`src/shared/fpc_pkg.sv`:
```
// package with register map, field layout, codes and carrier types of the flash control block
package fpc_pkg;
   // register byte offsets
   localparam logic [8:0] OFS_CTRL = 9'h000;
   localparam logic [8:0] OFS_KEY = 9'h020;
   localparam logic [8:0] OFS_TADDR = 9'h030;
   localparam logic [8:0] OFS_DATA0 = 9'h040;
   localparam logic [8:0] OFS_DATA1 = 9'h050;
   localparam logic [8:0] OFS_DATA2 = 9'h060;
   localparam logic [8:0] OFS_DATA3 = 9'h070;
   localparam logic [8:0] OFS_SRC = 9'h0C0;
   localparam logic [8:0] OFS_LOWLIM = 9'h0D0;
   localparam logic [8:0] OFS_HIGHLIM = 9'h0E0;
   localparam logic [8:0] OFS_BOOT = 9'h0F0;
   localparam logic [8:0] OFS_IRQ_STAT = 9'h100;
   localparam logic [8:0] OFS_IRQ_MASK = 9'h104;
   localparam logic [8:0] OFS_LINE_STAT = 9'h108;
   // control register fields
   localparam int BIT_TRIGGER = 15;
   localparam int BIT_ARM = 14;
   localparam int BIT_FAIL = 13;
   localparam int BIT_LOWSUP = 12;
   localparam int BIT_HOT = 8;
   localparam int OPSEL_MSB = 3;
   // protection register fields
   localparam int LIMIT_MSB = 23;
   localparam int BIT_FREEZE = 31;
   localparam logic [31:0] RESET_WORD = 32'h0000_0000;
   localparam logic [23:0] LIMIT_NONE = 24'h00_0000;
   // interrupt status bits
   localparam int IRQ_DONE = 0;
   localparam int IRQ_FAIL = 1;
   localparam int IRQ_LOWSUP = 2;
   localparam int IRQ_HOT = 3;
   localparam int IRQ_W = 4;
   // operation codes
   localparam logic [3:0] OP_NOP = 4'h0;
   localparam logic [3:0] OP_WORD = 4'h1;
   localparam logic [3:0] OP_QUAD = 4'h2;
   localparam logic [3:0] OP_ROW = 4'h3;
   localparam logic [3:0] OP_PAGE_ERASE = 4'h4;
   localparam logic [3:0] OP_ERASE_LOW = 4'h5;
   localparam logic [3:0] OP_ERASE_UP = 4'h6;
   localparam logic [3:0] OP_ERASE_ALL = 4'h7;
   localparam logic [3:0] OP_CHIP_ERASE = 4'hE;
   // unlock key words, values arbitrary
   localparam logic [31:0] KEY_FIRST = 32'h5A5A_0F0F;
   localparam logic [31:0] KEY_SECOND = 32'hA5A5_F0F0;
   // top byte of an address that falls in the boot partition, value arbitrary
   localparam logic [7:0] BOOT_REGION_TAG = 8'h1F;

   typedef enum logic [3:0] {
      ST_IDLE = 4'b0001,
      ST_CHECK = 4'b0010,
      ST_BUSY = 4'b0100,
      ST_FINISH = 4'b1000
   } fpc_state_t;

   typedef enum logic [2:0] {
      KEY_NONE = 3'b001,
      KEY_HALF = 3'b010,
      KEY_OPEN = 3'b100
   } fpc_key_t;

   // command carried to the flash array
   typedef struct packed {
      logic [3:0] op;
      logic [31:0] addr;
      logic [31:0] src;
      logic [127:0] data;
   } fpc_flash_cmd_t;
endpackage

```
`src/verilog/fpc_flash_ctrl.sv`:
```
// flash program and erase sequencer with write protection and register slave
`timescale 1ns/1ps

module fpc_flash_ctrl
   import fpc_pkg::*;
(
   input wire logic clk,
   input wire logic reset_n,
   input wire logic [8:0] avs_address,
   input wire logic avs_read,
   input wire logic avs_write,
   input wire logic [31:0] avs_writedata,
   input wire logic [3:0] avs_byteenable,
   output logic [31:0] avs_readdata,
   output logic avs_waitrequest,
   input wire logic thermal_ok,
   input wire logic low_supply_detect,
   input wire logic high_temp_detect,
   output logic flash_start,
   output fpc_flash_cmd_t flash_cmd,
   input wire logic flash_done,
   input wire logic flash_fail,
   output logic irq
);
   // pin synchronisers: bit 0 thermal ok, bit 1 low supply, bit 2 high temperature
   logic [2:0] sync1_q;
   logic [2:0] sync2_q;
   logic temp_ok_s;
   logic lowsup_s;
   logic hot_s;

   always_ff @(posedge clk or negedge reset_n) begin
      if (!reset_n) begin
         sync1_q <= 3'h0;
         sync2_q <= 3'h0;
      end else begin
         sync1_q <= {high_temp_detect, low_supply_detect, thermal_ok};
         sync2_q <= sync1_q;
      end
   end

   assign temp_ok_s = sync2_q[0];
   assign lowsup_s = sync2_q[1];
   assign hot_s = sync2_q[2];

   // bus slave: one wait cycle, then the answer
   logic ack_q;
   logic ack_d;
   logic [31:0] rdata_q;
   logic [31:0] rdata_d;
   logic wr_take;

   // register state
   logic trigger_q, trigger_d;
   logic arm_q, arm_d;
   logic fail_q, fail_d;
   logic lowsup_q, lowsup_d;
   logic hot_q, hot_d;
   logic [3:0] opsel_q, opsel_d;
   fpc_key_t key_q, key_d;
   logic [31:0] taddr_q, taddr_d;
   logic [31:0] data_q [4];
   logic [31:0] data_d [4];
   logic [31:0] src_q, src_d;
   logic [31:0] lowlim_q, lowlim_d;
   logic [31:0] highlim_q, highlim_d;
   logic [31:0] boot_q, boot_d;
   logic [IRQ_W-1:0] istat_q, istat_d;
   logic [IRQ_W-1:0] imask_q, imask_d;
   fpc_state_t state_q, state_d;
   logic start_q, start_d;
   logic op_ok_q, op_ok_d;
   logic [IRQ_W-1:0] ev;

   // byte-lane merge of a write into a stored word
   function automatic logic [31:0] merge(input logic [31:0] old, input logic [31:0] wd, input logic [3:0] be);
      logic [31:0] r;
      r = old;
      for (int i = 0; i < 4; i++) begin
         if (be[i]) begin
            r[i*8 +: 8] = wd[i*8 +: 8];
         end
      end
      return r;
   endfunction

   // true when the target lies in a protected page
   function automatic logic target_protected(input logic [31:0] a, input logic [31:0] lo, input logic [31:0] hi,
                                             input logic [31:0] bt);
      logic p;
      p = 1'b0;
      if (a[31:24] == BOOT_REGION_TAG) begin
         p = (a[LIMIT_MSB:0] < bt[LIMIT_MSB:0]);
      end else begin
         if (a[LIMIT_MSB:0] < lo[LIMIT_MSB:0]) begin
            p = 1'b1;
         end
         if ((hi[LIMIT_MSB:0] != LIMIT_NONE) && (a[LIMIT_MSB:0] >= hi[LIMIT_MSB:0])) begin
            p = 1'b1;
         end
      end
      return p;
   endfunction

   assign wr_take = avs_write & ack_q;

   always_comb begin
      ack_d = (avs_read | avs_write) & ~ack_q;
      rdata_d = rdata_q;
      if (avs_read && !ack_q) begin
         rdata_d = RESET_WORD;
         if (avs_address == OFS_CTRL) begin
            rdata_d[BIT_TRIGGER] = trigger_q;
            rdata_d[BIT_ARM] = arm_q;
            rdata_d[BIT_FAIL] = fail_q;
            rdata_d[BIT_LOWSUP] = lowsup_q;
            rdata_d[BIT_HOT] = hot_q;
            rdata_d[OPSEL_MSB:0] = opsel_q;
         end else if (avs_address == OFS_TADDR) begin
            rdata_d = taddr_q;
         end else if (avs_address == OFS_DATA0) begin
            rdata_d = data_q[0];
         end else if (avs_address == OFS_DATA1) begin
            rdata_d = data_q[1];
         end else if (avs_address == OFS_DATA2) begin
            rdata_d = data_q[2];
         end else if (avs_address == OFS_DATA3) begin
            rdata_d = data_q[3];
         end else if (avs_address == OFS_SRC) begin
            rdata_d = src_q;
         end else if (avs_address == OFS_LOWLIM) begin
            rdata_d = lowlim_q;
         end else if (avs_address == OFS_HIGHLIM) begin
            rdata_d = highlim_q;
         end else if (avs_address == OFS_BOOT) begin
            rdata_d = boot_q;
         end else if (avs_address == OFS_IRQ_STAT) begin
            rdata_d[IRQ_W-1:0] = istat_q;
         end else if (avs_address == OFS_IRQ_MASK) begin
            rdata_d[IRQ_W-1:0] = imask_q;
         end else if (avs_address == OFS_LINE_STAT) begin
            rdata_d[2:0] = {hot_s, lowsup_s, temp_ok_s};
         end
      end
   end

   always_ff @(posedge clk or negedge reset_n) begin
      if (!reset_n) begin
         ack_q <= 1'b0;
         rdata_q <= RESET_WORD;
      end else begin
         ack_q <= ack_d;
         rdata_q <= rdata_d;
      end
   end

   assign avs_waitrequest = (avs_read | avs_write) & ~ack_q;
   assign avs_readdata = rdata_q;

   // registers and sequencer
   always_comb begin
      trigger_d = trigger_q;
      arm_d = arm_q;
      fail_d = fail_q;
      lowsup_d = lowsup_q;
      hot_d = hot_q;
      opsel_d = opsel_q;
      key_d = key_q;
      taddr_d = taddr_q;
      data_d = data_q;
      src_d = src_q;
      lowlim_d = lowlim_q;
      highlim_d = highlim_q;
      boot_d = boot_q;
      imask_d = imask_q;
      state_d = state_q;
      start_d = 1'b0;
      op_ok_d = op_ok_q;
      ev = '0;

      if (wr_take) begin
         // any write other than a key word ends the unlock window
         if (avs_address != OFS_KEY) begin
            key_d = KEY_NONE;
         end
         if (avs_address == OFS_CTRL) begin
            if (avs_byteenable[1]) begin
               arm_d = avs_writedata[BIT_ARM];
               // trigger gated by arm, thermal ok and unlock
               if (avs_writedata[BIT_TRIGGER] && arm_q && temp_ok_s && (key_q == KEY_OPEN) && !trigger_q) begin
                  trigger_d = 1'b1;
                  state_d = ST_CHECK;
               end
            end
            if (avs_byteenable[0] && !arm_q) begin
               opsel_d = avs_writedata[OPSEL_MSB:0];
            end
         end else if (avs_address == OFS_KEY) begin
            if (&avs_byteenable && (avs_writedata == KEY_FIRST)) begin
               key_d = KEY_HALF;
            end else if (&avs_byteenable && (avs_writedata == KEY_SECOND) && (key_q == KEY_HALF)) begin
               key_d = KEY_OPEN;
            end else begin
               key_d = KEY_NONE;
            end
         end else if (avs_address == OFS_TADDR) begin
            taddr_d = merge(taddr_q, avs_writedata, avs_byteenable);
         end else if (avs_address == OFS_DATA0) begin
            data_d[0] = merge(data_q[0], avs_writedata, avs_byteenable);
         end else if (avs_address == OFS_DATA1) begin
            data_d[1] = merge(data_q[1], avs_writedata, avs_byteenable);
         end else if (avs_address == OFS_DATA2) begin
            data_d[2] = merge(data_q[2], avs_writedata, avs_byteenable);
         end else if (avs_address == OFS_DATA3) begin
            data_d[3] = merge(data_q[3], avs_writedata, avs_byteenable);
         end else if (avs_address == OFS_SRC) begin
            src_d = merge(src_q, avs_writedata, avs_byteenable);
         end else if (avs_address == OFS_LOWLIM) begin
            // change needs unlock and no freeze
            if ((key_q == KEY_OPEN) && !lowlim_q[BIT_FREEZE]) begin
               lowlim_d = merge(lowlim_q, avs_writedata, avs_byteenable);
            end
         end else if (avs_address == OFS_HIGHLIM) begin
            // change needs unlock and no freeze
            if ((key_q == KEY_OPEN) && !highlim_q[BIT_FREEZE]) begin
               highlim_d = merge(highlim_q, avs_writedata, avs_byteenable);
            end
         end else if (avs_address == OFS_BOOT) begin
            // change needs unlock and no freeze
            if ((key_q == KEY_OPEN) && !boot_q[BIT_FREEZE]) begin
               boot_d = merge(boot_q, avs_writedata, avs_byteenable);
            end
         end else if (avs_address == OFS_IRQ_MASK) begin
            imask_d = avs_writedata[IRQ_W-1:0];
         end
      end

      case (state_q)
         ST_IDLE: begin
         end
         ST_CHECK: begin
            case (opsel_q)
               OP_NOP: begin
                  fail_d = 1'b0;
                  lowsup_d = 1'b0;
                  hot_d = 1'b0;
                  op_ok_d = 1'b1;
                  state_d = ST_FINISH;
               end
               OP_WORD, OP_QUAD, OP_ROW, OP_PAGE_ERASE: begin
                  if (target_protected(taddr_q, lowlim_q, highlim_q, boot_q)) begin
                     op_ok_d = 1'b0;
                     state_d = ST_FINISH;
                  end else begin
                     start_d = 1'b1;
                     state_d = ST_BUSY;
                  end
               end
               OP_ERASE_LOW, OP_ERASE_UP, OP_ERASE_ALL: begin
                  // array erases need both low and high limits at none; the boot limit is not checked
                  if ((lowlim_q[LIMIT_MSB:0] != LIMIT_NONE) || (highlim_q[LIMIT_MSB:0] != LIMIT_NONE)) begin
                     op_ok_d = 1'b0;
                     state_d = ST_FINISH;
                  end else begin
                     start_d = 1'b1;
                     state_d = ST_BUSY;
                  end
               end
               default: begin
                  // chip erase is debug-port only; reserved codes fail
                  op_ok_d = 1'b0;
                  state_d = ST_FINISH;
               end
            endcase
         end
         ST_BUSY: begin
            // low supply captured while operation runs
            if (lowsup_s) begin
               lowsup_d = 1'b1;
            end
            // high temperature captured while operation runs
            if (hot_s) begin
               hot_d = 1'b1;
            end
            if (flash_done) begin
               op_ok_d = ~flash_fail;
               state_d = ST_FINISH;
            end
         end
         ST_FINISH: begin
            if (opsel_q != OP_NOP) begin
               fail_d = ~op_ok_q;
            end
            trigger_d = 1'b0;
            state_d = ST_IDLE;
            ev[IRQ_DONE] = 1'b1;
            ev[IRQ_FAIL] = ~op_ok_q;
         end
         default: begin
            state_d = ST_IDLE;
         end
      endcase

      ev[IRQ_LOWSUP] = lowsup_d & ~lowsup_q;
      ev[IRQ_HOT] = hot_d & ~hot_q;
      // sticky status: write one to clear, a new event wins
      istat_d = istat_q;
      if (wr_take && (avs_address == OFS_IRQ_STAT)) begin
         istat_d = istat_q & ~avs_writedata[IRQ_W-1:0];
      end
      istat_d = istat_d | ev;
   end

   always_ff @(posedge clk or negedge reset_n) begin
      if (!reset_n) begin
         trigger_q <= 1'b0;
         arm_q <= 1'b0;
         fail_q <= 1'b0;
         lowsup_q <= 1'b0;
         hot_q <= 1'b0;
         opsel_q <= OP_NOP;
         key_q <= KEY_NONE;
         taddr_q <= RESET_WORD;
         for (int i = 0; i < 4; i++) begin
            data_q[i] <= RESET_WORD;
         end
         src_q <= RESET_WORD;
         lowlim_q <= RESET_WORD;
         highlim_q <= RESET_WORD;
         boot_q <= RESET_WORD;
         istat_q <= '0;
         imask_q <= '0;
         state_q <= ST_IDLE;
         start_q <= 1'b0;
         op_ok_q <= 1'b0;
      end else begin
         trigger_q <= trigger_d;
         arm_q <= arm_d;
         fail_q <= fail_d;
         lowsup_q <= lowsup_d;
         hot_q <= hot_d;
         opsel_q <= opsel_d;
         key_q <= key_d;
         taddr_q <= taddr_d;
         data_q <= data_d;
         src_q <= src_d;
         lowlim_q <= lowlim_d;
         highlim_q <= highlim_d;
         boot_q <= boot_d;
         istat_q <= istat_d;
         imask_q <= imask_d;
         state_q <= state_d;
         start_q <= start_d;
         op_ok_q <= op_ok_d;
      end
   end

   assign flash_start = start_q;
   assign flash_cmd.addr = taddr_q;
   assign flash_cmd.op = opsel_q;
   assign flash_cmd.src = src_q;
   // four data words, word 0 lowest
   assign flash_cmd.data = {data_q[3], data_q[2], data_q[1], data_q[0]};
   assign irq = |(istat_q & imask_q);
endmodule

```
`config.mk`:
```
export PLATFORM = sky130hd
export DESIGN_NAME = fpc_flash_ctrl
export DESIGN_NICKNAME = d
export VERILOG_FILES = /design/src/shared/fpc_pkg.sv /design/src/verilog/fpc_flash_ctrl.sv
export SDC_FILE = /design/constraint.sdc
export NUM_CORES = 1
export LEC_CHECK = 0
export ABC_AREA = 1
export BUFFER_PORTS_ARGS = -buffer_cell sky130_fd_sc_hd__buf_2
export CELL_PAD_IN_SITES_DETAIL_PLACEMENT = 0
export CELL_PAD_IN_SITES_GLOBAL_PLACEMENT = 1
export CORE_UTILIZATION = 46
export CTS_CLUSTER_SIZE = 25
export DETAILED_ROUTE_END_ITERATION = 6
export GPL_ROUTABILITY_DRIVEN = 0
export PLACE_DENSITY_LB_ADDON = 0.1
export SYNTH_ARGS = -nofsm -noshare
export SYNTH_HDL_FRONTEND = slang
export SYNTH_SLANG_ARGS = --single-unit
```
`constraint.sdc`:
```
create_clock -name clk -period 5.4 [get_ports clk]
set_input_delay 0.54 -clock clk [delete_from_list [all_inputs] [get_ports clk]]
set_output_delay 0.54 -clock clk [all_outputs]
set_load 0.02 [all_outputs]
```
After elaboration in Yosys (flattened, before gate mapping)

Cells that the tools add are included.

Register bits: 353
Bits of input ports: 54
Logic and storage cells: 257

Magnitude comparators: 3
Equality and inequality tests: 35
Multiplexer cells: 64
Bitwise gates (word level): 25
Reductions and logical operators: 78

Operators with widths:

| operator               | number |
|---|---|
| $mux W32               | 8 |
| $reduce_and A13 Y1     | 5 |
| $reduce_and A14 Y1     | 4 |
| $mux W4                | 13 |
| $lt A24 B24 Y1         | 2 |
| $reduce_and A12 Y1     | 4 |
| $reduce_bool A24 Y1    | 2 |
| $reduce_and A10 Y1     | 4 |
| $eq A9 B7 Y1 const B   | 4 |
| $eq A9 B8 Y1 const B   | 4 |
| $reduce_and A9 Y1      | 4 |
| $eq A32 B31 Y1 const B | 1 |
| $eq A32 B32 Y1 const B | 1 |
| $reduce_and A8 Y1      | 4 |
| $mux W28               | 1 |
| $reduce_and A7 Y1      | 4 |
| $eq A9 B9 Y1 const B   | 3 |
| $ge A24 B24 Y1         | 1 |
| $mux W1                | 24 |
| $mux W3                | 8 |
| $reduce_and A6 Y1      | 4 |
| $eq A4 B3 Y1 const B   | 5 |
| $reduce_and A5 Y1      | 4 |
| $eq A9 B6 Y1 const B   | 2 |
| other kinds (33)       | 89 |

Longest topological paths before layout

Depth after elaboration: 14
Gate-level depth with buffers: 20
Depth with buffers taken out: 20

Worst setup path before layout

Ideal clock, no wire load.

Kind: input to register
Start: input port avs_address[1]
End: register highlim_q[22]
Setup time: 0.124 ns
Data arrival time: 1.994 ns
Data required time: 5.276 ns
Setup slack: 3.282 ns
Cell stages on the path: 12
Buffers on the path: 2
Path through: nor2_4 -> nand3_2 -> buf_6 -> inv_4 -> nand2_4 -> nor2_8 -> nand2_2 -> nor3_4 -> nand2_4 -> buf_6 -> nand2_1 -> o21ai_2

Word-level cells in the longest chain between the ends: 3
Elaborated cells on any way between the ends: 20

Ends and longest elaborated chain:

| item                                       | RTL line              | source |
|---|---|---|
| start: declaration                         | fpc_flash_ctrl.sv:9   | `input wire logic [8:0] avs_address,` |
| $eq A9 B8 Y1, or another cell as far along | fpc_flash_ctrl.sv:218 | `end else if (avs_address == OFS_LOWLIM) begin` |
| $not A1 Y1 (no source line)                | n/a                   |  |
| $reduce_and A13 Y1 (no source line) (*)    | n/a                   |  |
| end signal: assignment                     | fpc_flash_ctrl.sv:348 | `highlim_q <= highlim_d;` |
| end: declaration                           | fpc_flash_ctrl.sv:66  | `logic [31:0] highlim_q, highlim_d;` |

Every way passes the cells marked *; elsewhere a longest branch is shown, timed or not.
A chain may end at the register's enable or synchronous reset.

Worst setup path in the final report

Start: input port avs_address[3]
End: register rdata_q[7], in the netlist avs_readdata[7]

Word-level cells in the longest chain between the ends: 11
Elaborated cells on any way between the ends: 20

Ends and longest elaborated chain:

| item                   | RTL line              | source |
|---|---|---|
| $eq A9 B8 Y1           | fpc_flash_ctrl.sv:135 | `end else if (avs_address == OFS_BOOT) begin` |
| $mux W28               | fpc_flash_ctrl.sv:135 |  |
| $mux W32               | fpc_flash_ctrl.sv:133 | `end else if (avs_address == OFS_HIGHLIM) begin` |
| $mux W32               | fpc_flash_ctrl.sv:131 | `end else if (avs_address == OFS_LOWLIM) begin` |
| $mux W32               | fpc_flash_ctrl.sv:129 | `end else if (avs_address == OFS_SRC) begin` |
| $mux W32               | fpc_flash_ctrl.sv:127 | `end else if (avs_address == OFS_DATA3) begin` |
| $mux W32               | fpc_flash_ctrl.sv:125 | `end else if (avs_address == OFS_DATA2) begin` |
| $mux W32               | fpc_flash_ctrl.sv:123 | `end else if (avs_address == OFS_DATA1) begin` |
| $mux W32               | fpc_flash_ctrl.sv:121 | `end else if (avs_address == OFS_DATA0) begin` |
| $mux W32               | fpc_flash_ctrl.sv:119 | `end else if (avs_address == OFS_TADDR) begin` |
| $mux W4 (*)            | fpc_flash_ctrl.sv:112 | `if (avs_address == OFS_CTRL) begin` |
| end signal: assignment | fpc_flash_ctrl.sv:153 | `rdata_q <= rdata_d;` |
| end: declaration       | fpc_flash_ctrl.sv:49  | `logic [31:0] rdata_q;` |

Marks and branches as above.

==> reports/summary.txt <==
Final Skew = 21.6 ps
Fillers = 3,658
Data arrival time of the worst path = 3630 ps
Syn. warnings = 0
Initial antenna violation count = 0
Total Routing Usage GR = 0.342
Minimum clock period = 3170 ps
Hold WC Path Type = in -> async
Die Ht = 199 µm
Synth Cell Area = 17,800 µm²
Reg2Reg Launch Point = ack_q$_DFF_PN0_
N_diodes = 0
Core box area = 37,800 µm²
H-tree Lvls = 2
Power Internal = 4.45 mW
Starting Density = 0.470
Root Driver = clkbuf_16
Seq/Total Area, Yosys = 0.497
Avg Cell Area, Syn = 8.36 µm²
PD cells = 281 nW/µm²
Routed WL = 66,400 µm
Yosys cell types = 47
Async set-or-reset flop fraction in the synthesized netlist = 1.00
Crit path max fanout = 26
Worst r2r path cells = 5
Worst-Skew Late Latency = 580 ps
Worst endpoint required time = 5870 ps
Power, Total = 5.88 mW
CTS Hold Bufs = 0
Synth area leaders = dfrtp_1 49%, nand2_1 13%, o21ai_0 6.5%
CTS Buf Count = 40
Final setup violation count = 0
Syn_nets = 2,251
Final Non-Filler Cells = 2,921
Finished Cell Area = 20,900 µm²
Period utilisation layout = 0.587
Most frequent cells after synthesis = 597 x nand2_1, 351 x dfrtp_1, 231 x o21ai_0, 183 x inv_1
Post-Place Cells = 2,854
IO Port Bufs = 284
WS Path Type = in -> reg
Clock transition at path regs = 60 ps
Initial DRC count = 1,478
Yosys top cell area share = 0.494
Post-CTS Setup Bufs = 0
Vias per inst = 5.67
CTS Sinks = 353
Sequential power share = 0.459
Total gr overflow = 0
Final Max Slew Viols = 0
HPWL after DPL = 47,900 µm
Rows = 71
Die Width = 199 µm
Switching pwr = 1.43 mW
Gate power share = 0.060
CTS tree = yes
Dominant synthesized flop cell = dfrtp_1
DRC errors left = 0
Max clock buf depth = 3
Status = complete, no violations
Post-Synthesis Cells = 2,127
Nets = 2,509
Slew headroom = 0.102
Crit start category = input port
Final hold vios = 0
Worst setup path start = avs_address[3]
RSZ-0062 raised after global routing = no
Post-synth top area cell = dfrtp_1
Worst-margin pin slew = 1340 ps
Worst vdd ir = 0.000173 V
DR vias = 16,600
Post-CTS Resized = 0
Clock share of power = 0.482
Count of flip-flops with a built-in enable after synthesis = 0
Layout cells sized above 1 = 0.192
Leak = 10.8 nW
Highest clock rate = 0.316 GHz
Sw Share = 0.244
Dpl cell area = 19,600 µm²
Io pins = 285
Setup tns final = 0 ps
Area delta synth->final = 17.7%
Synth Register Bits = 353
Die area = 39,400 µm²
Most common cell in the netlist = nand2_1
Post-DRT Antenna Nets = 0
Drt wl/cell = 22.7 µm
Largest net degree at the start of global routing = 133
Number of global-route vias before repair = 15,900
Max capacitance violation total = 0
First-pass GRT wire length = 99,500 µm
DR pass1 iterations = 6
Critical Path Sink Type = register
-- worst paths after layout --
path | endpoint | slack (ps)
max | avs_readdata[7]$_DFFE_PN0P_ | 2230
min | taddr_q[10]$_DFFE_PN0P_ | 40
max reg2reg | src_q[4]$_DFFE_PN0P_ | 2390
min reg2reg | sync2_q[2]$_DFF_PN0_ | 350
max in group asynchronous | src_q[25]$_DFFE_PN0P_ | 4120
min in group clk | sync1_q[1]$_DFF_PN0_ | 70
-- registers in the layout, indices dropped and copies added, names as in the netlist, 3 cells and up --
name / flops
avs_readdata: 32
boot_q: 32
flash_cmd: 128
highlim_q: 32
imask_q: 4
istat_q: 4
key_q: 3
lowlim_q: 32
opsel_q: 4
src_q: 32
state_q: 4
sync1_q: 3
sync2_q: 3
taddr_q: 32
-- logic make-up (layout without fill, tap and decap cells) --
| group | count (synthesis) | in the layout | synth area share |
|---|---|---|---|
| AOI/OAI and AO/OA | 553 | 553 | 0.179 |
| adders and majority gates | 70 | 70 | 0.0493 |
| buffers and inverters | 280 | 563 | 0.0649 |
| DFF | 353 | 353 | 0.497 |
| and+or+nand+nor | 871 | 871 | 0.210 |
-- area by class of cell --
type | instances | area [µm²] | area share
Tap cell | 511 | 639 | 0.0306
Clock buffer | 59 | 1210 | 0.0581
Sequential cell | 353 | 8840 | 0.422
Clock inverter | 8 | 131 | 0.00628
Inverter | 199 | 749 | 0.0358
Timing Repair Buffer | 297 | 1550 | 0.0743
Multi-Input combinational cell | 1494 | 7790 | 0.373
-- metrics by stage --
stage	utilization	worst slack (ps)	hold slack (ps)
floorplan	-	3280	244
global placement	0.517	1770	335
detailed placement	0.517	1730	342
CTS	0.553	2330	58.3
global route	0.553	1950	72.0
finish	0.553	2230	36.0
-- power groups by stage --
stage | clock (mW) | combinational, mW | sequential [mW]
2_1_floorplan | 0 | 0.138 | 2.76
3_3_place_gp | 0 | 0.348 | 2.74
3_5_place_dp | 0 | 0.351 | 2.74
4_1_cts | 2.86 | 0.352 | 2.70
5_1_grt | 2.96 | 0.385 | 2.70
6_report | 2.83 | 0.352 | 2.70
-- layer usage --
layer  GRT usage  wire [µm]  up-vias  share of wire
li1            -          -     7674              -
met4       0.143       2470        0          0.037
met3      0.0434       4560      132          0.069
met1       0.469      28200     8073           0.42
met5           0          0        -              0
met2       0.545      31100      674           0.47
-- critical path, stage by stage --
cell and delay (ps):
buf_2 90, inv_1 60, nand3_2 320, nor2_2 110
nand2_2 570, inv_2 350, nor2_2 400, buf_4 340
o21ai_0 130, o21ai_1 340, nand2_1 80, o21ai_1 90
a21o_1 140, nand2_1 50
-- cell usage in the layout (no fill, tap or decap), types with 4 or more instances in the layout --
cell       count
a21o_1         6
a21oi_1       81
a221oi_1      14
buf_2        283
buf_4         11
clkbuf_1       7
clkbuf_16     42
clkbuf_8      10
clkinv_1       4
dfrtp_1      351
ha_1          70
inv_1        183
inv_2         11
nand2_1      597
nand2_2       13
nand2_4        5
nand3_1       44
nand4_1       36
nor2_1       103
nor2_2         9
nor2_4         4
nor3_1        21
nor3_2         4
nor3_4         4
nor4_1        18
o21ai_0      231
o21ai_1      103
o21ai_2       32
o221a_2        9
o221ai_1      19
o22ai_1       40
or2_2          8
Power figures use the tool's default switching activity.
